`src/include/sss_pkg.sv`:
```
// Shared constants and types for the serial slave unit with buffer engine.
// Assumes a single 100 MHz clock domain; pins are synchronised inside.
package sss_pkg;
   localparam int ADDR_W = 32;
   localparam int BYTE_W = 8;
   localparam int LIM_W = 14;
   // Largest byte limit that software may program.
   localparam logic [13:0] LIM_MAX = 14'h3FFF;
   localparam int FIFO_DEPTH = 32;
   localparam logic [13:0] CNT_RST = 14'h0000;
   localparam logic [7:0] BYTE_RST = 8'h00;
   localparam logic [2:0] BIT_LAST = 3'h7;
   localparam logic [2:0] BIT_FIRST = 3'h0;
   localparam logic [2:0] PIN_IDLE = 3'h7;

   // One byte headed for the receive buffer.
   typedef struct packed {
      logic [ADDR_W-1:0] addr;
      logic [BYTE_W-1:0] data;
   } sss_wr_t;

   // Owner of the buffer pointers.
   typedef enum logic [1:0] {SEM_CPU, SEM_FREE, SEM_SLAVE} sss_sem_t;

   // Progress of one chip-select frame.
   typedef enum logic [1:0] {XF_IDLE, XF_GRANT, XF_IGNORE, XF_DRAIN} sss_xfer_t;
endpackage : sss_pkg

```
`src/logic/sss_spi_slave.sv`:
```
// Serial slave unit with semaphore-guarded buffer engine and write FIFO.
// Assumes a memory port that answers reads within a few clock cycles and
// a link clock more than ten times slower than mclk.
//
// Overview of operation
// - All four clock polarity and phase modes.
// - Bytes past transmit limit carry overrun fill.
// - Done event only after memory writes finish.
// - CPU grabs semaphore before changing pointers.
// - CPU gives semaphore back before slave takes it.
// - Give-back without ownership changes nothing.
// - Semaphore never blocks pointer or memory access.
// - Enabling gives CPU ownership without granted event.
// - Grab while CPU owns raises granted at once.
// - Failed take at select ignores whole frame.
// - Simultaneous requests award semaphore to CPU.
// - Granted frames store receive, send transmit bytes.
// - Deselect releases semaphore and raises done.
// - Free semaphore regrants frames with same pointers.
// - Shortcut hands semaphore to CPU after done.
// - Grab during slave ownership waits for release.
// - Shortcut plus pending grab serves one grab.
// - Excess received bytes set overflow, get dropped.
// - Excess read bytes set flag, send fill.
// - Done updates read and written byte counts.
// - Receive full event when limit reached.
// - Output enable low while not selected.
// - Byte limits programmable up to maximum field.

// Byte FIFO between the link and the memory write port.
module sss_fifo #(
   parameter int WIDTH = 8,
   parameter int DEPTH = sss_pkg::FIFO_DEPTH
) (
   input wire logic mclk,
   input wire logic rst,
   input wire logic in_valid,
   input wire logic [WIDTH-1:0] in_data,
   output logic in_ready,
   output logic out_valid,
   output logic [WIDTH-1:0] out_data,
   input wire logic out_ready
);
   localparam int PW = $clog2(DEPTH);
   logic [WIDTH-1:0] mem_r [DEPTH];
   logic [PW-1:0] wp_r;
   logic [PW-1:0] rp_r;
   logic [PW:0] cnt_r;
   logic push;
   logic pop;

   // Full and empty follow the occupancy count directly.
   assign in_ready = (cnt_r != (PW+1)'(DEPTH));
   assign out_valid = (cnt_r != '0);
   assign out_data = mem_r[rp_r];
   assign push = in_valid & in_ready;
   assign pop = out_valid & out_ready;

   // Storage has no reset; only the pointers and the count need a defined value.
   always_ff @(posedge mclk)
   begin
      if (push)
      begin
         mem_r[wp_r] <= in_data;
      end
   end

   // Pointers wrap at a power-of-two depth.
   always_ff @(posedge mclk or posedge rst)
   begin
      if (rst)
      begin
         wp_r <= '0;
         rp_r <= '0;
         cnt_r <= '0;
      end
      else
      begin
         if (push)
         begin
            wp_r <= wp_r + 1'b1;
         end
         if (pop)
         begin
            rp_r <= rp_r + 1'b1;
         end
         cnt_r <= cnt_r + (PW+1)'(push) - (PW+1)'(pop);
      end
   end
endmodule : sss_fifo

// Top of the serial slave unit.
module sss_spi_slave #(
   parameter int LIM_W = sss_pkg::LIM_W
) (
   input wire logic mclk,
   input wire logic rst,
   input wire logic enable,
   input wire logic cpol,
   input wire logic cpha,
   input wire logic end_grab_shortcut,
   input wire logic task_grab,
   input wire logic task_give,
   input wire logic [sss_pkg::ADDR_W-1:0] rx_buffer_pointer,
   input wire logic [sss_pkg::ADDR_W-1:0] tx_buffer_pointer,
   input wire logic [LIM_W-1:0] rx_byte_limit,
   input wire logic [LIM_W-1:0] tx_byte_limit,
   input wire logic [7:0] overrun_fill_char,
   input wire logic [7:0] ignored_transaction_fill_char,
   input wire logic clr_overflow,
   input wire logic clr_tx_limit_exceeded_flag,
   input wire logic csn,
   input wire logic sck,
   input wire logic mosi,
   output logic miso_o,
   output logic miso_oe,
   output logic sem_cpu_owned,
   output logic semaphore_granted_event,
   output logic transaction_done_event,
   output logic rx_buffer_full_event,
   output logic rx_overflow_flag,
   output logic tx_limit_exceeded_flag,
   output logic [LIM_W-1:0] rx_bytes_written_count,
   output logic [LIM_W-1:0] tx_bytes_read_count,
   output logic mem_rd_req,
   output logic [sss_pkg::ADDR_W-1:0] mem_rd_addr,
   input wire logic mem_rd_valid,
   input wire logic [7:0] mem_rd_data,
   output logic mem_wr_valid,
   output sss_pkg::sss_wr_t mem_wr,
   input wire logic mem_wr_ready
);
   logic [2:0] csn_q;
   logic [2:0] sck_q;
   logic [1:0] mosi_q;
   logic csn_fall, csn_rise, sel, lead, trail, smp_edge, drv_edge;
   logic [2:0] bit_cnt_r;
   logic [7:0] rx_sh_r;
   logic [7:0] tx_sh_r;
   logic [7:0] tx_buf_r;
   logic tx_valid_r;
   logic tx_fill_r;
   logic ld_pend_r;
   logic ld_go, need_mem, byte_done, grant_now, done_now, drained;
   logic [7:0] rx_byte;
   logic [7:0] byte_sel;
   sss_pkg::sss_sem_t sem_r;
   sss_pkg::sss_xfer_t xfer_r;
   logic grab_pend_r;
   logic [sss_pkg::ADDR_W-1:0] rx_ptr_r;
   logic [sss_pkg::ADDR_W-1:0] tx_ptr_r;
   logic [LIM_W-1:0] rx_lim_r;
   logic [LIM_W-1:0] tx_lim_r;
   logic [LIM_W-1:0] rx_cnt_r;
   logic [LIM_W-1:0] tx_cnt_r;
   logic wr_pend_r;
   sss_pkg::sss_wr_t wr_item_r;
   logic f_in_ready, f_out_valid, pop;
   sss_pkg::sss_wr_t f_out_data;

   // Byte address inside a buffer.
   function automatic logic [sss_pkg::ADDR_W-1:0] addr_at(
      input logic [sss_pkg::ADDR_W-1:0] base,
      input logic [LIM_W-1:0] idx);
      addr_at = base + sss_pkg::ADDR_W'(idx);
   endfunction : addr_at

   // Two flops before any logic; the third stage only serves edge finding.
   always_ff @(posedge mclk or posedge rst)
   begin
      if (rst)
      begin
         csn_q <= sss_pkg::PIN_IDLE;
         sck_q <= '0;
         mosi_q <= '0;
      end
      else
      begin
         csn_q <= {csn_q[1:0], csn};
         sck_q <= {sck_q[1:0], sck};
         mosi_q <= {mosi_q[0], mosi};
      end
   end

   // Leading edge leaves the idle level that the polarity selects.
   assign csn_fall = csn_q[2] & ~csn_q[1];
   assign csn_rise = ~csn_q[2] & csn_q[1];
   assign sel = ~csn_q[1];
   assign lead = cpol ? (sck_q[2] & ~sck_q[1]) : (~sck_q[2] & sck_q[1]);
   assign trail = cpol ? (~sck_q[2] & sck_q[1]) : (sck_q[2] & ~sck_q[1]);
   assign smp_edge = sel & (cpha ? trail : lead);
   assign drv_edge = sel & (cpha ? lead : trail);
   assign byte_done = smp_edge & (bit_cnt_r == sss_pkg::BIT_LAST);
   assign rx_byte = {rx_sh_r[6:0], mosi_q[1]};
   assign grant_now = csn_fall & enable & (xfer_r == sss_pkg::XF_IDLE)
                      & (sem_r == sss_pkg::SEM_FREE) & ~task_grab;
   assign need_mem = (xfer_r == sss_pkg::XF_GRANT) & (tx_cnt_r < tx_lim_r);
   assign ld_go = ld_pend_r & (~need_mem | tx_valid_r);
   assign drained = ~wr_pend_r & ~f_out_valid & ~mem_wr_valid;
   assign done_now = (xfer_r == sss_pkg::XF_DRAIN) & drained;
   assign pop = ~mem_wr_valid | mem_wr_ready;

   // Fill characters win whenever memory must not be read.
   always_comb
   begin
      if (xfer_r != sss_pkg::XF_GRANT)
      begin
         byte_sel = ignored_transaction_fill_char;
      end
      else if (need_mem)
      begin
         byte_sel = tx_buf_r;
      end
      else
      begin
         byte_sel = overrun_fill_char;
      end
   end

   // Receive shifter samples on the mode's sampling edge.
   always_ff @(posedge mclk or posedge rst)
   begin
      if (rst)
      begin
         bit_cnt_r <= sss_pkg::BIT_FIRST;
         rx_sh_r <= sss_pkg::BYTE_RST;
      end
      else if (csn_fall)
      begin
         bit_cnt_r <= sss_pkg::BIT_FIRST;
      end
      else if (smp_edge)
      begin
         rx_sh_r <= rx_byte;
         bit_cnt_r <= bit_cnt_r + 3'h1;
      end
   end

   // Phase 0 needs its first bit before any clock edge, so it loads at
   // select; phase 1 loads on the first leading edge of every byte.
   always_ff @(posedge mclk or posedge rst)
   begin
      if (rst)
      begin
         ld_pend_r <= 1'b0;
         tx_sh_r <= sss_pkg::BYTE_RST;
         tx_fill_r <= 1'b0;
      end
      else
      begin
         if (csn_rise)
         begin
            ld_pend_r <= 1'b0;
         end
         else if ((csn_fall & ~cpha)
                  | (drv_edge & (bit_cnt_r == sss_pkg::BIT_FIRST)))
         begin
            ld_pend_r <= 1'b1;
         end
         else if (ld_go)
         begin
            ld_pend_r <= 1'b0;
         end
         if (ld_go)
         begin
            tx_sh_r <= byte_sel;
            tx_fill_r <= (xfer_r == sss_pkg::XF_GRANT) & ~need_mem;
         end
         else if (drv_edge & (bit_cnt_r != sss_pkg::BIT_FIRST))
         begin
            tx_sh_r <= {tx_sh_r[6:0], 1'b0};
         end
      end
   end

   // The pin is only driven while selected and enabled.
   always_ff @(posedge mclk or posedge rst)
   begin
      if (rst)
      begin
         miso_o <= 1'b0;
         miso_oe <= 1'b0;
      end
      else
      begin
         miso_o <= tx_sh_r[7];
         miso_oe <= enable & sel;
      end
   end

   // Frame sequencing; pointers and limits are frozen at the grant.
   always_ff @(posedge mclk or posedge rst)
   begin
      if (rst)
      begin
         xfer_r <= sss_pkg::XF_IDLE;
         rx_ptr_r <= '0;
         tx_ptr_r <= '0;
         rx_lim_r <= '0;
         tx_lim_r <= '0;
      end
      else
      begin
         case (xfer_r)
            sss_pkg::XF_IDLE:
            begin
               if (grant_now)
               begin
                  xfer_r <= sss_pkg::XF_GRANT;
                  rx_ptr_r <= rx_buffer_pointer;
                  tx_ptr_r <= tx_buffer_pointer;
                  rx_lim_r <= rx_byte_limit;
                  tx_lim_r <= tx_byte_limit;
               end
               else if (csn_fall & enable)
               begin
                  xfer_r <= sss_pkg::XF_IGNORE;
               end
            end
            sss_pkg::XF_GRANT:
            begin
               if (csn_rise)
               begin
                  xfer_r <= sss_pkg::XF_DRAIN;
               end
            end
            sss_pkg::XF_IGNORE:
            begin
               if (csn_rise)
               begin
                  xfer_r <= sss_pkg::XF_IDLE;
               end
            end
            sss_pkg::XF_DRAIN:
            begin
               if (drained)
               begin
                  xfer_r <= sss_pkg::XF_IDLE;
               end
            end
            default:
            begin
               xfer_r <= sss_pkg::XF_IDLE;
            end
         endcase
      end
   end

   // Semaphore owner; it reports ownership only and gates no access.
   always_ff @(posedge mclk or posedge rst)
   begin
      if (rst)
      begin
         sem_r <= sss_pkg::SEM_CPU;
         grab_pend_r <= 1'b0;
         semaphore_granted_event <= 1'b0;
      end
      else
      begin
         semaphore_granted_event <= 1'b0;
         if (!enable)
         begin
            sem_r <= sss_pkg::SEM_CPU;
            grab_pend_r <= 1'b0;
         end
         else
         begin
            case (sem_r)
               sss_pkg::SEM_CPU:
               begin
                  if (task_grab)
                  begin
                     semaphore_granted_event <= 1'b1;
                  end
                  else if (task_give)
                  begin
                     sem_r <= sss_pkg::SEM_FREE;
                  end
               end
               sss_pkg::SEM_FREE:
               begin
                  if (task_grab)
                  begin
                     sem_r <= sss_pkg::SEM_CPU;
                     semaphore_granted_event <= 1'b1;
                  end
                  else if (grant_now)
                  begin
                     sem_r <= sss_pkg::SEM_SLAVE;
                  end
               end
               sss_pkg::SEM_SLAVE:
               begin
                  // A give-back here is ignored on purpose.
                  if (done_now)
                  begin
                     grab_pend_r <= 1'b0;
                     if (end_grab_shortcut | grab_pend_r | task_grab)
                     begin
                        sem_r <= sss_pkg::SEM_CPU;
                        semaphore_granted_event <= 1'b1;
                     end
                     else
                     begin
                        sem_r <= sss_pkg::SEM_FREE;
                     end
                  end
                  else if (task_grab)
                  begin
                     grab_pend_r <= 1'b1;
                  end
               end
               default:
               begin
                  sem_r <= sss_pkg::SEM_CPU;
               end
            endcase
         end
      end
   end

   // Transmit prefetch keeps the next buffer byte ready before its edge.
   always_ff @(posedge mclk or posedge rst)
   begin
      if (rst)
      begin
         tx_cnt_r <= '0;
         tx_valid_r <= 1'b0;
         tx_buf_r <= sss_pkg::BYTE_RST;
         mem_rd_req <= 1'b0;
         mem_rd_addr <= '0;
      end
      else if (grant_now)
      begin
         tx_cnt_r <= '0;
         tx_valid_r <= 1'b0;
         mem_rd_req <= (tx_byte_limit != '0);
         mem_rd_addr <= tx_buffer_pointer;
      end
      else
      begin
         mem_rd_req <= 1'b0;
         if (mem_rd_valid & (xfer_r == sss_pkg::XF_GRANT))
         begin
            tx_buf_r <= mem_rd_data;
            tx_valid_r <= 1'b1;
         end
         if (ld_go & need_mem)
         begin
            tx_cnt_r <= tx_cnt_r + 1'b1;
            tx_valid_r <= 1'b0;
            if ((tx_cnt_r + 1'b1) < tx_lim_r)
            begin
               mem_rd_req <= 1'b1;
               mem_rd_addr <= addr_at(tx_ptr_r, tx_cnt_r + 1'b1);
            end
         end
      end
   end

   // Received bytes within the limit head for the FIFO; the rest drop.
   always_ff @(posedge mclk or posedge rst)
   begin
      if (rst)
      begin
         rx_cnt_r <= '0;
         wr_pend_r <= 1'b0;
         wr_item_r <= '0;
         rx_buffer_full_event <= 1'b0;
      end
      else
      begin
         rx_buffer_full_event <= 1'b0;
         if (grant_now)
         begin
            rx_cnt_r <= '0;
         end
         if (wr_pend_r & f_in_ready)
         begin
            wr_pend_r <= 1'b0;
         end
         if (byte_done & (xfer_r == sss_pkg::XF_GRANT)
             & (rx_cnt_r < rx_lim_r))
         begin
            wr_pend_r <= 1'b1;
            wr_item_r <= '{addr: addr_at(rx_ptr_r, rx_cnt_r), data: rx_byte};
            rx_cnt_r <= rx_cnt_r + 1'b1;
            rx_buffer_full_event <= ((rx_cnt_r + 1'b1) == rx_lim_r);
         end
      end
   end

   // Sticky limit flags; a setting event beats a clear in the same cycle.
   always_ff @(posedge mclk or posedge rst)
   begin
      if (rst)
      begin
         rx_overflow_flag <= 1'b0;
         tx_limit_exceeded_flag <= 1'b0;
      end
      else
      begin
         if (byte_done & (xfer_r == sss_pkg::XF_GRANT)
             & (rx_cnt_r >= rx_lim_r))
         begin
            rx_overflow_flag <= 1'b1;
         end
         else if (clr_overflow)
         begin
            rx_overflow_flag <= 1'b0;
         end
         // Set when the master clocks a fill byte's first bit, so a byte
         // loaded ahead of a deselect in phase 0 does not raise the flag.
         if (smp_edge & (bit_cnt_r == sss_pkg::BIT_FIRST) & tx_fill_r
             & (xfer_r == sss_pkg::XF_GRANT))
         begin
            tx_limit_exceeded_flag <= 1'b1;
         end
         else if (clr_tx_limit_exceeded_flag)
         begin
            tx_limit_exceeded_flag <= 1'b0;
         end
      end
   end

   // Completion reports counts only once memory writes have landed.
   always_ff @(posedge mclk or posedge rst)
   begin
      if (rst)
      begin
         transaction_done_event <= 1'b0;
         rx_bytes_written_count <= '0;
         tx_bytes_read_count <= '0;
         sem_cpu_owned <= 1'b1;
      end
      else
      begin
         transaction_done_event <= done_now;
         sem_cpu_owned <= (sem_r == sss_pkg::SEM_CPU);
         if (done_now)
         begin
            rx_bytes_written_count <= rx_cnt_r;
            tx_bytes_read_count <= tx_cnt_r;
         end
      end
   end

   // Output stage keeps the write port registered and stallable.
   always_ff @(posedge mclk or posedge rst)
   begin
      if (rst)
      begin
         mem_wr_valid <= 1'b0;
         mem_wr <= '0;
      end
      else if (pop)
      begin
         mem_wr_valid <= f_out_valid;
         mem_wr <= f_out_data;
      end
   end

   sss_fifo #(.WIDTH($bits(sss_pkg::sss_wr_t)), .DEPTH(sss_pkg::FIFO_DEPTH))
   u_fifo (
      .mclk(mclk),
      .rst(rst),
      .in_valid(wr_pend_r),
      .in_data(wr_item_r),
      .in_ready(f_in_ready),
      .out_valid(f_out_valid),
      .out_data(f_out_data),
      .out_ready(pop)
   );
endmodule : sss_spi_slave

```
`config.mk`:
```
export PLATFORM = sky130hd
export DESIGN_NAME = sss_spi_slave
export DESIGN_NICKNAME = d
export VERILOG_FILES = /design/src/include/sss_pkg.sv /design/src/logic/sss_spi_slave.sv
export SDC_FILE = /design/constraint.sdc
export NUM_CORES = 2
export LEC_CHECK = 0
export ABC_AREA = 1
export ABC_CLOCK_PERIOD_IN_PS = 20800
export BUFFER_PORTS_ARGS = -buffer_cell sky130_fd_sc_hd__buf_4
export CELL_PAD_IN_SITES_DETAIL_PLACEMENT = 2
export CELL_PAD_IN_SITES_GLOBAL_PLACEMENT = 2
export CORE_MARGIN = 2
export CORE_UTILIZATION = 40
export DETAILED_ROUTE_END_ITERATION = 12
export GPL_TIMING_DRIVEN = 0
export HOLD_SLACK_MARGIN = 0.06
export PLACE_DENSITY = 0.79
export SLEW_MARGIN = 20
export SYNTH_ARGS = -nofsm -noshare
export SYNTH_HDL_FRONTEND = slang
export SYNTH_HIERARCHICAL = 1
export SYNTH_SLANG_ARGS = --single-unit
export TNS_END_PERCENT = 20
```
`constraint.sdc`:
```
create_clock -name mclk -period 20.8 [get_ports mclk]
set_clock_uncertainty 0.15 [all_clocks]
set_input_delay 2.08 -clock mclk [delete_from_list [all_inputs] [get_ports mclk]]
set_output_delay 2.08 -clock mclk [all_outputs]
set_load 0.005 [all_outputs]
```
# Word level (Yosys, flattened, before mapping)
# Memories as Yosys holds them, arrays and structs flattened. A register that Yosys moved wholly into a read port is not among the register bits.
# Cells that the tools add are included.
[op_classes]
n_reduce_logical = 24
n_mux = 58
magnitude_cmp = 4
addsub = 9
bitwise_logic = 48
eq_ne = 19
[op_table]
columns = ["op", "n"]
rows = [
  ["$mux 32", 3],
  ["$add 32x14->32", 2],
  ["$mux 14", 4],
  ["$lt 14x14->1", 3],
  ["$mux 8", 4],
  ["$and 1x1->1", 31],
  ["$mux 1", 31],
  ["$add 14x1->14 const B", 2],
  ["$mux 2", 11],
  ["$reduce_bool 2->1", 8],
  ["$eq 14x14->1", 1],
  ["$ge 14x14->1", 1],
  ["$reduce_bool 14->1", 1],
  ["$ne 3x3->1 const B", 4],
  ["$not 1->1", 12],
  ["$add 5x1->5 const B", 2],
  ["$reduce_and 2->1", 5],
  ["$reduce_bool 3->1", 3],
  ["$pmux 2 s4", 1],
  ["$reduce_and 4->1", 2],
  ["$add 6x1->6", 1],
  ["$eq 2x2->1 const B", 3],
  ["$mux 3", 2],
  ["$ne 2x2->1 const B", 3],
  ["15 further kinds", 22],
]
[totals]
n_memories = 1
output_inout_bits = 110
ramBits = 1280
reg_bits = 289
elab_cells = 201
[memory_table]
columns = ["name", "depth", "word_bits", "rd", "rd_clocked_by_memory_dff", "wr", "line_no", "rtl"]
rows = [
  ["u_fifo.mem_r", 32, 40, 1, 1, 1, "sss_spi_slave.sv:45", "logic [WIDTH-1:0] mem_r [DEPTH];"],
]

# Depth between registers and ports, before layout
[logic_depth]
word_depth = 10
mapped_depth = 22
ltp_nobuf = 22

# By module
# The synthesis kept the hierarchy.
[by_module_without_submodules]
columns = ["module", "n_inst", "area_per_inst_um2", "cells_per_inst"]
rows = [
  ["sss_fifo", 1, 54947.7, 5051],
  ["sss_spi_slave", 1, 16548.4, 2054],
]

# Worst setup path before layout
# No wires, ideal clock.
[synth_timing]
path_kind = "input -> register"
from = "input port mem_wr_ready"
to = "register u_fifo.cnt_r[4]"
cell_stages = 15
slack_ns = 16.446
setup_ns = 0.125
required_ns = 20.525
t_arrival_ns = 4.079
cell_sequence = "inv_1 nand2_1 buf_1 nand2_1 inv_1 ha_1 inv_1 ha_1 inv_1 fa_1 inv_1 a21oi_1 nor2_1 nor2_1 xor2_1"
[synth_via]
elab_chain_len = 3
[synth_rtl]
columns = ["item", "line_no", "rtl"]
rows = [
  ["from (decl)", "sss_spi_slave.sv:131", "input wire logic mem_wr_ready"],
  ["$or 1x1->1", "sss_spi_slave.sv:201", "assign pop = ~mem_wr_valid | mem_wr_ready;"],
  ["via pop", "sss_spi_slave.sv:158", "logic f_in_ready, f_out_valid, pop;"],
  ["$and 1x1->1", "sss_spi_slave.sv:57", "assign pop = out_valid & out_ready;"],
  ["via u_fifo.pop", "sss_spi_slave.sv:50", "logic pop;"],
  ["$sub 6x1->6", "sss_spi_slave.sv:87", "cnt_r <= cnt_r + (PW+1)'(push) - (PW+1)'(pop);"],
  ["to (signal assigned)", "sss_spi_slave.sv:87", ""],
  ["to (decl)", "sss_spi_slave.sv:48", "logic [PW:0] cnt_r;"],
]
# The timed path passes the listed nets, and every way through them passes these cells.
# A chain may end at the register's enable or synchronous reset.

# Final worst setup path
# Same ends and word-level chain as after synthesis.

==> flow_summary.ini <==
[run_status]
status = completed

[synth]
netlist_area_sq_um = 71500
synthAdderAreaFrac_pct = 1.64
synthSimpleGateAreaFrac_pct = 21.3
synthMuxAreaShare_pct = 0.630
yosysSeqAreaShare_pct = 65.3
synth_xor_area_share_pct = 0.625
yosys_most_used_dff = edfxtp_1
async_flop_share_pct = 20.4
synth_compound_area_share_pct = 3.47
synth-edff-count = 1280
yosysUniqueCellTypes = 50
syn_inst = 7105
syn_avg_cell_area_sq_um = 10.1
synth_seq_cells = 1609
synth_fp_nets = 7328
synth_top_family_by_area = simple AND/OR/NAND/NOR gates
ys_warn_count = 6

[power]
switchingPower_uw = 4630
p_clk_share_pct = 28.1
internal-power_uw = 6580
comb_power_share_pct = 37.5
p_seq_share_pct = 34.4
swShare_pct = 41.3
power.leakage_uw = 0.0366
vdd_drop_max_uv = 75.5
powerDensity_nw_per_um2 = 133

[clocking]
post_cts_buffers = 0
cts_max_level = 4
cts_buffers = 177
cts_tree = done
hold_buffers = 0
cts_resized = 0
clk_pin_slew_ns = 0.06
cts_buffer_depth = 3
clock_sinks = 1609
clkLatencyLatePin_ns = 0.85
root_buffer = clkbuf_16

[final_layout]
design_area_sq_um = 84200
mostFrequentLayoutCell = nand2_1
regArea_sq_um = 46700
drive_above_1_share_pct = 13.1
areaGrowthSynthToFinish_pct = 17.8
layout.nets = 7842
multi_input_area_sq_um = 20100
final_cell_mix = nand2_1, edfxtp_1, nand3_1
fillCellCount = 18400

[setup_path]
reg2reg_slack_ns = 16.15
rr_endpoint = u_fifo/cnt_r[4]
start_kind = input port
critPathArrivalTime_ns = 5.93
endpoint_kind = flip-flop
path_cells = buf_4, inv_1, nand2_1, buf_1, nand2_1, inv_1, ha_1, inv_1, ha_1, inv_1, fa_1, inv_1, a21oi_1, nor2_1, nor2_1, xor2_1
cpLargestDelayFamily = buffers and inverters
cp_common_cell = inv_1
required_ns = 21.35
crit_fanout = 10
max_stage_delay_ns = 0.92
crit_slowest_cell = buf_1
crit_buf_inv = 7
reg2reg_depth = 14
path_class = in2reg
r2r-start = mem_wr_valid

[routing]
detail-route-antenna-nets = 0
via_per_inst = 5.60
routed_wl_um = 292000
drc = 0
first_iter_violations = 5096
dr.pass1.iters = 5
dr_total_vias = 56700
routedWlPerCell_um = 28.9

[die]
core_sq_um = 178000
die_area_sq_um = 182000
die_h_um = 427
ios = 241
die_x_um = 427
initial_core_util_pct = 40.2
rows = 155

[global_routing]
groute.usage.overall_pct = 32.0
antenna_found_initial = 22
grt_pass1_wl_um = 426000
grt_pass1_vias = 62800
grt_max_degree = 87
grt.overflow.total = 0

[sta]
fmax_mhz = 186
layout_min_cycle_time_ns = 5.37
finalWorstSetupSlack_ns = 15.43
hold_viol = 0
tns_ns = 0
maxSlewHeadroom_pct = 21.1
drv_slew = 0
finalCritPeriodShare_pct = 25.8
tightest_slew_ns = 1.18
setup_viol = 0
rsz0062_at_grt = no

[job]
cap_violations = 0

[placement]
dp_worst_setup_slack_ns = 14.64
place.gp.congestion = 0.850
io_buffers = 240
dp_hpwl_um = 195000
placed_cell_area_sq_um = 78500

[hold_path]
hp-start = mosi_q[0]
hp-class = reg2reg
min_delay_path_depth = 0
min_to = mosi_q[1]
[area by class of cell]
class	instances	share of cell area, %
Sequential cell	1609	55.5
Multi-Input combinational cell	4289	23.8
Clock buffer	249	5.91
Timing Repair Buffer	335	4.46
Inverter	888	3.97
Tap cell	2355	3.50
Buffer	319	1.98
Clock inverter	83	0.844
Antenna cell	6	0.0178
[power groups by stage]
stage	sequential [uW]	clock, uW	combinational, uW
floorplan	3840	0	2410
global placement	3910	0	3830
detailed placement	3920	0	4050
CTS	3860	3200	4170
global route	3880	3300	4540
finish	3860	3150	4200
[layer usage]
metal | vias up | share of wire [%] | global-route usage, %
met5 | - | 0.041 | 0
met4 | 20 | 5.7 | 16.7
met3 | 657 | 6.5 | 4.86
met2 | 2259 | 49 | 54.8
met1 | 29400 | 39 | 39.1
li1 | 24400 | - | -
[registers in the layout (all words and copies together), names as in the netlist, 5 cells and up]
register / flops
mem_rd_addr: 32
mem_wr: 40
rx_bytes_written_count: 14
rx_cnt_r: 14
rx_lim_r: 14
rx_ptr_r: 32
rx_sh_r: 7
tx_buf_r: 8
tx_bytes_read_count: 14
tx_cnt_r: 14
tx_lim_r: 14
tx_ptr_r: 32
tx_sh_r: 8
u_fifo/cnt_r: 6
u_fifo/mem_r: 1280
u_fifo/rp_r: 5
u_fifo/wp_r: 5
wr_item_r: 40
[cell families after synthesis]
kind of cell / Yosys count
adder cells (fa/ha/maj): 92
multiplexers: 40
AO/OA/AOI/OAI: 416
AND/OR/NAND/NOR: 3690
buffers and inverters: 1207
XOR/XNOR: 51
flip-flops: 1609
[worst max path at each step]
| stage | start | endpoint | slack, ns | cells after the start |
|---|---|---|---|---|
| after floorplan | rst | bit_cnt_r[0] | 9.92 | 1 |
| after global placement | rst | mem_wr[11] | 4.25 | 2 |
| after detailed placement | mem_wr_ready | u_fifo/cnt_r[4] | 14.64 | 16 |
| after CTS | mem_wr_ready | u_fifo/cnt_r[4] | 15.49 | 16 |
| after global routing | mem_wr_ready | u_fifo/cnt_r[4] | 15.32 | 16 |
| final | mem_wr_ready | u_fifo/cnt_r[4] | 15.43 | 16 |
[synthesized netlist by cell type, drive strengths merged, types with 20 or more instances]
cell       n  area share, %
o21ai    195            1.4
nand3    915            6.4
clkbuf    57           0.30
inv      887            4.7
nand2   2473             13
buf      262            2.0
dfrtp    325             11
mux2      40           0.63
nor2     221            1.2
nand4     35           0.31
a21oi    135           0.95
xor2      41           0.50
nor3      26           0.20
o22ai     20           0.18
o211ai    40           0.70
ha        89            1.6
edfxtp  1280             54
[per-stage QoR]
stage	hold WS [ns]	std cells	total power (uW)	util (%)
global route	0.209	10100	11700	47.3
floorplan	0.181	7105	6250	-
detailed placement	0.186	9795	7970	44.1
CTS	0.197	10100	11200	47.3
finish	0.195	10100	11200	47.3
global placement	0.191	9700	7730	42.8
Note: power is estimated with default switching activity, not from simulation.
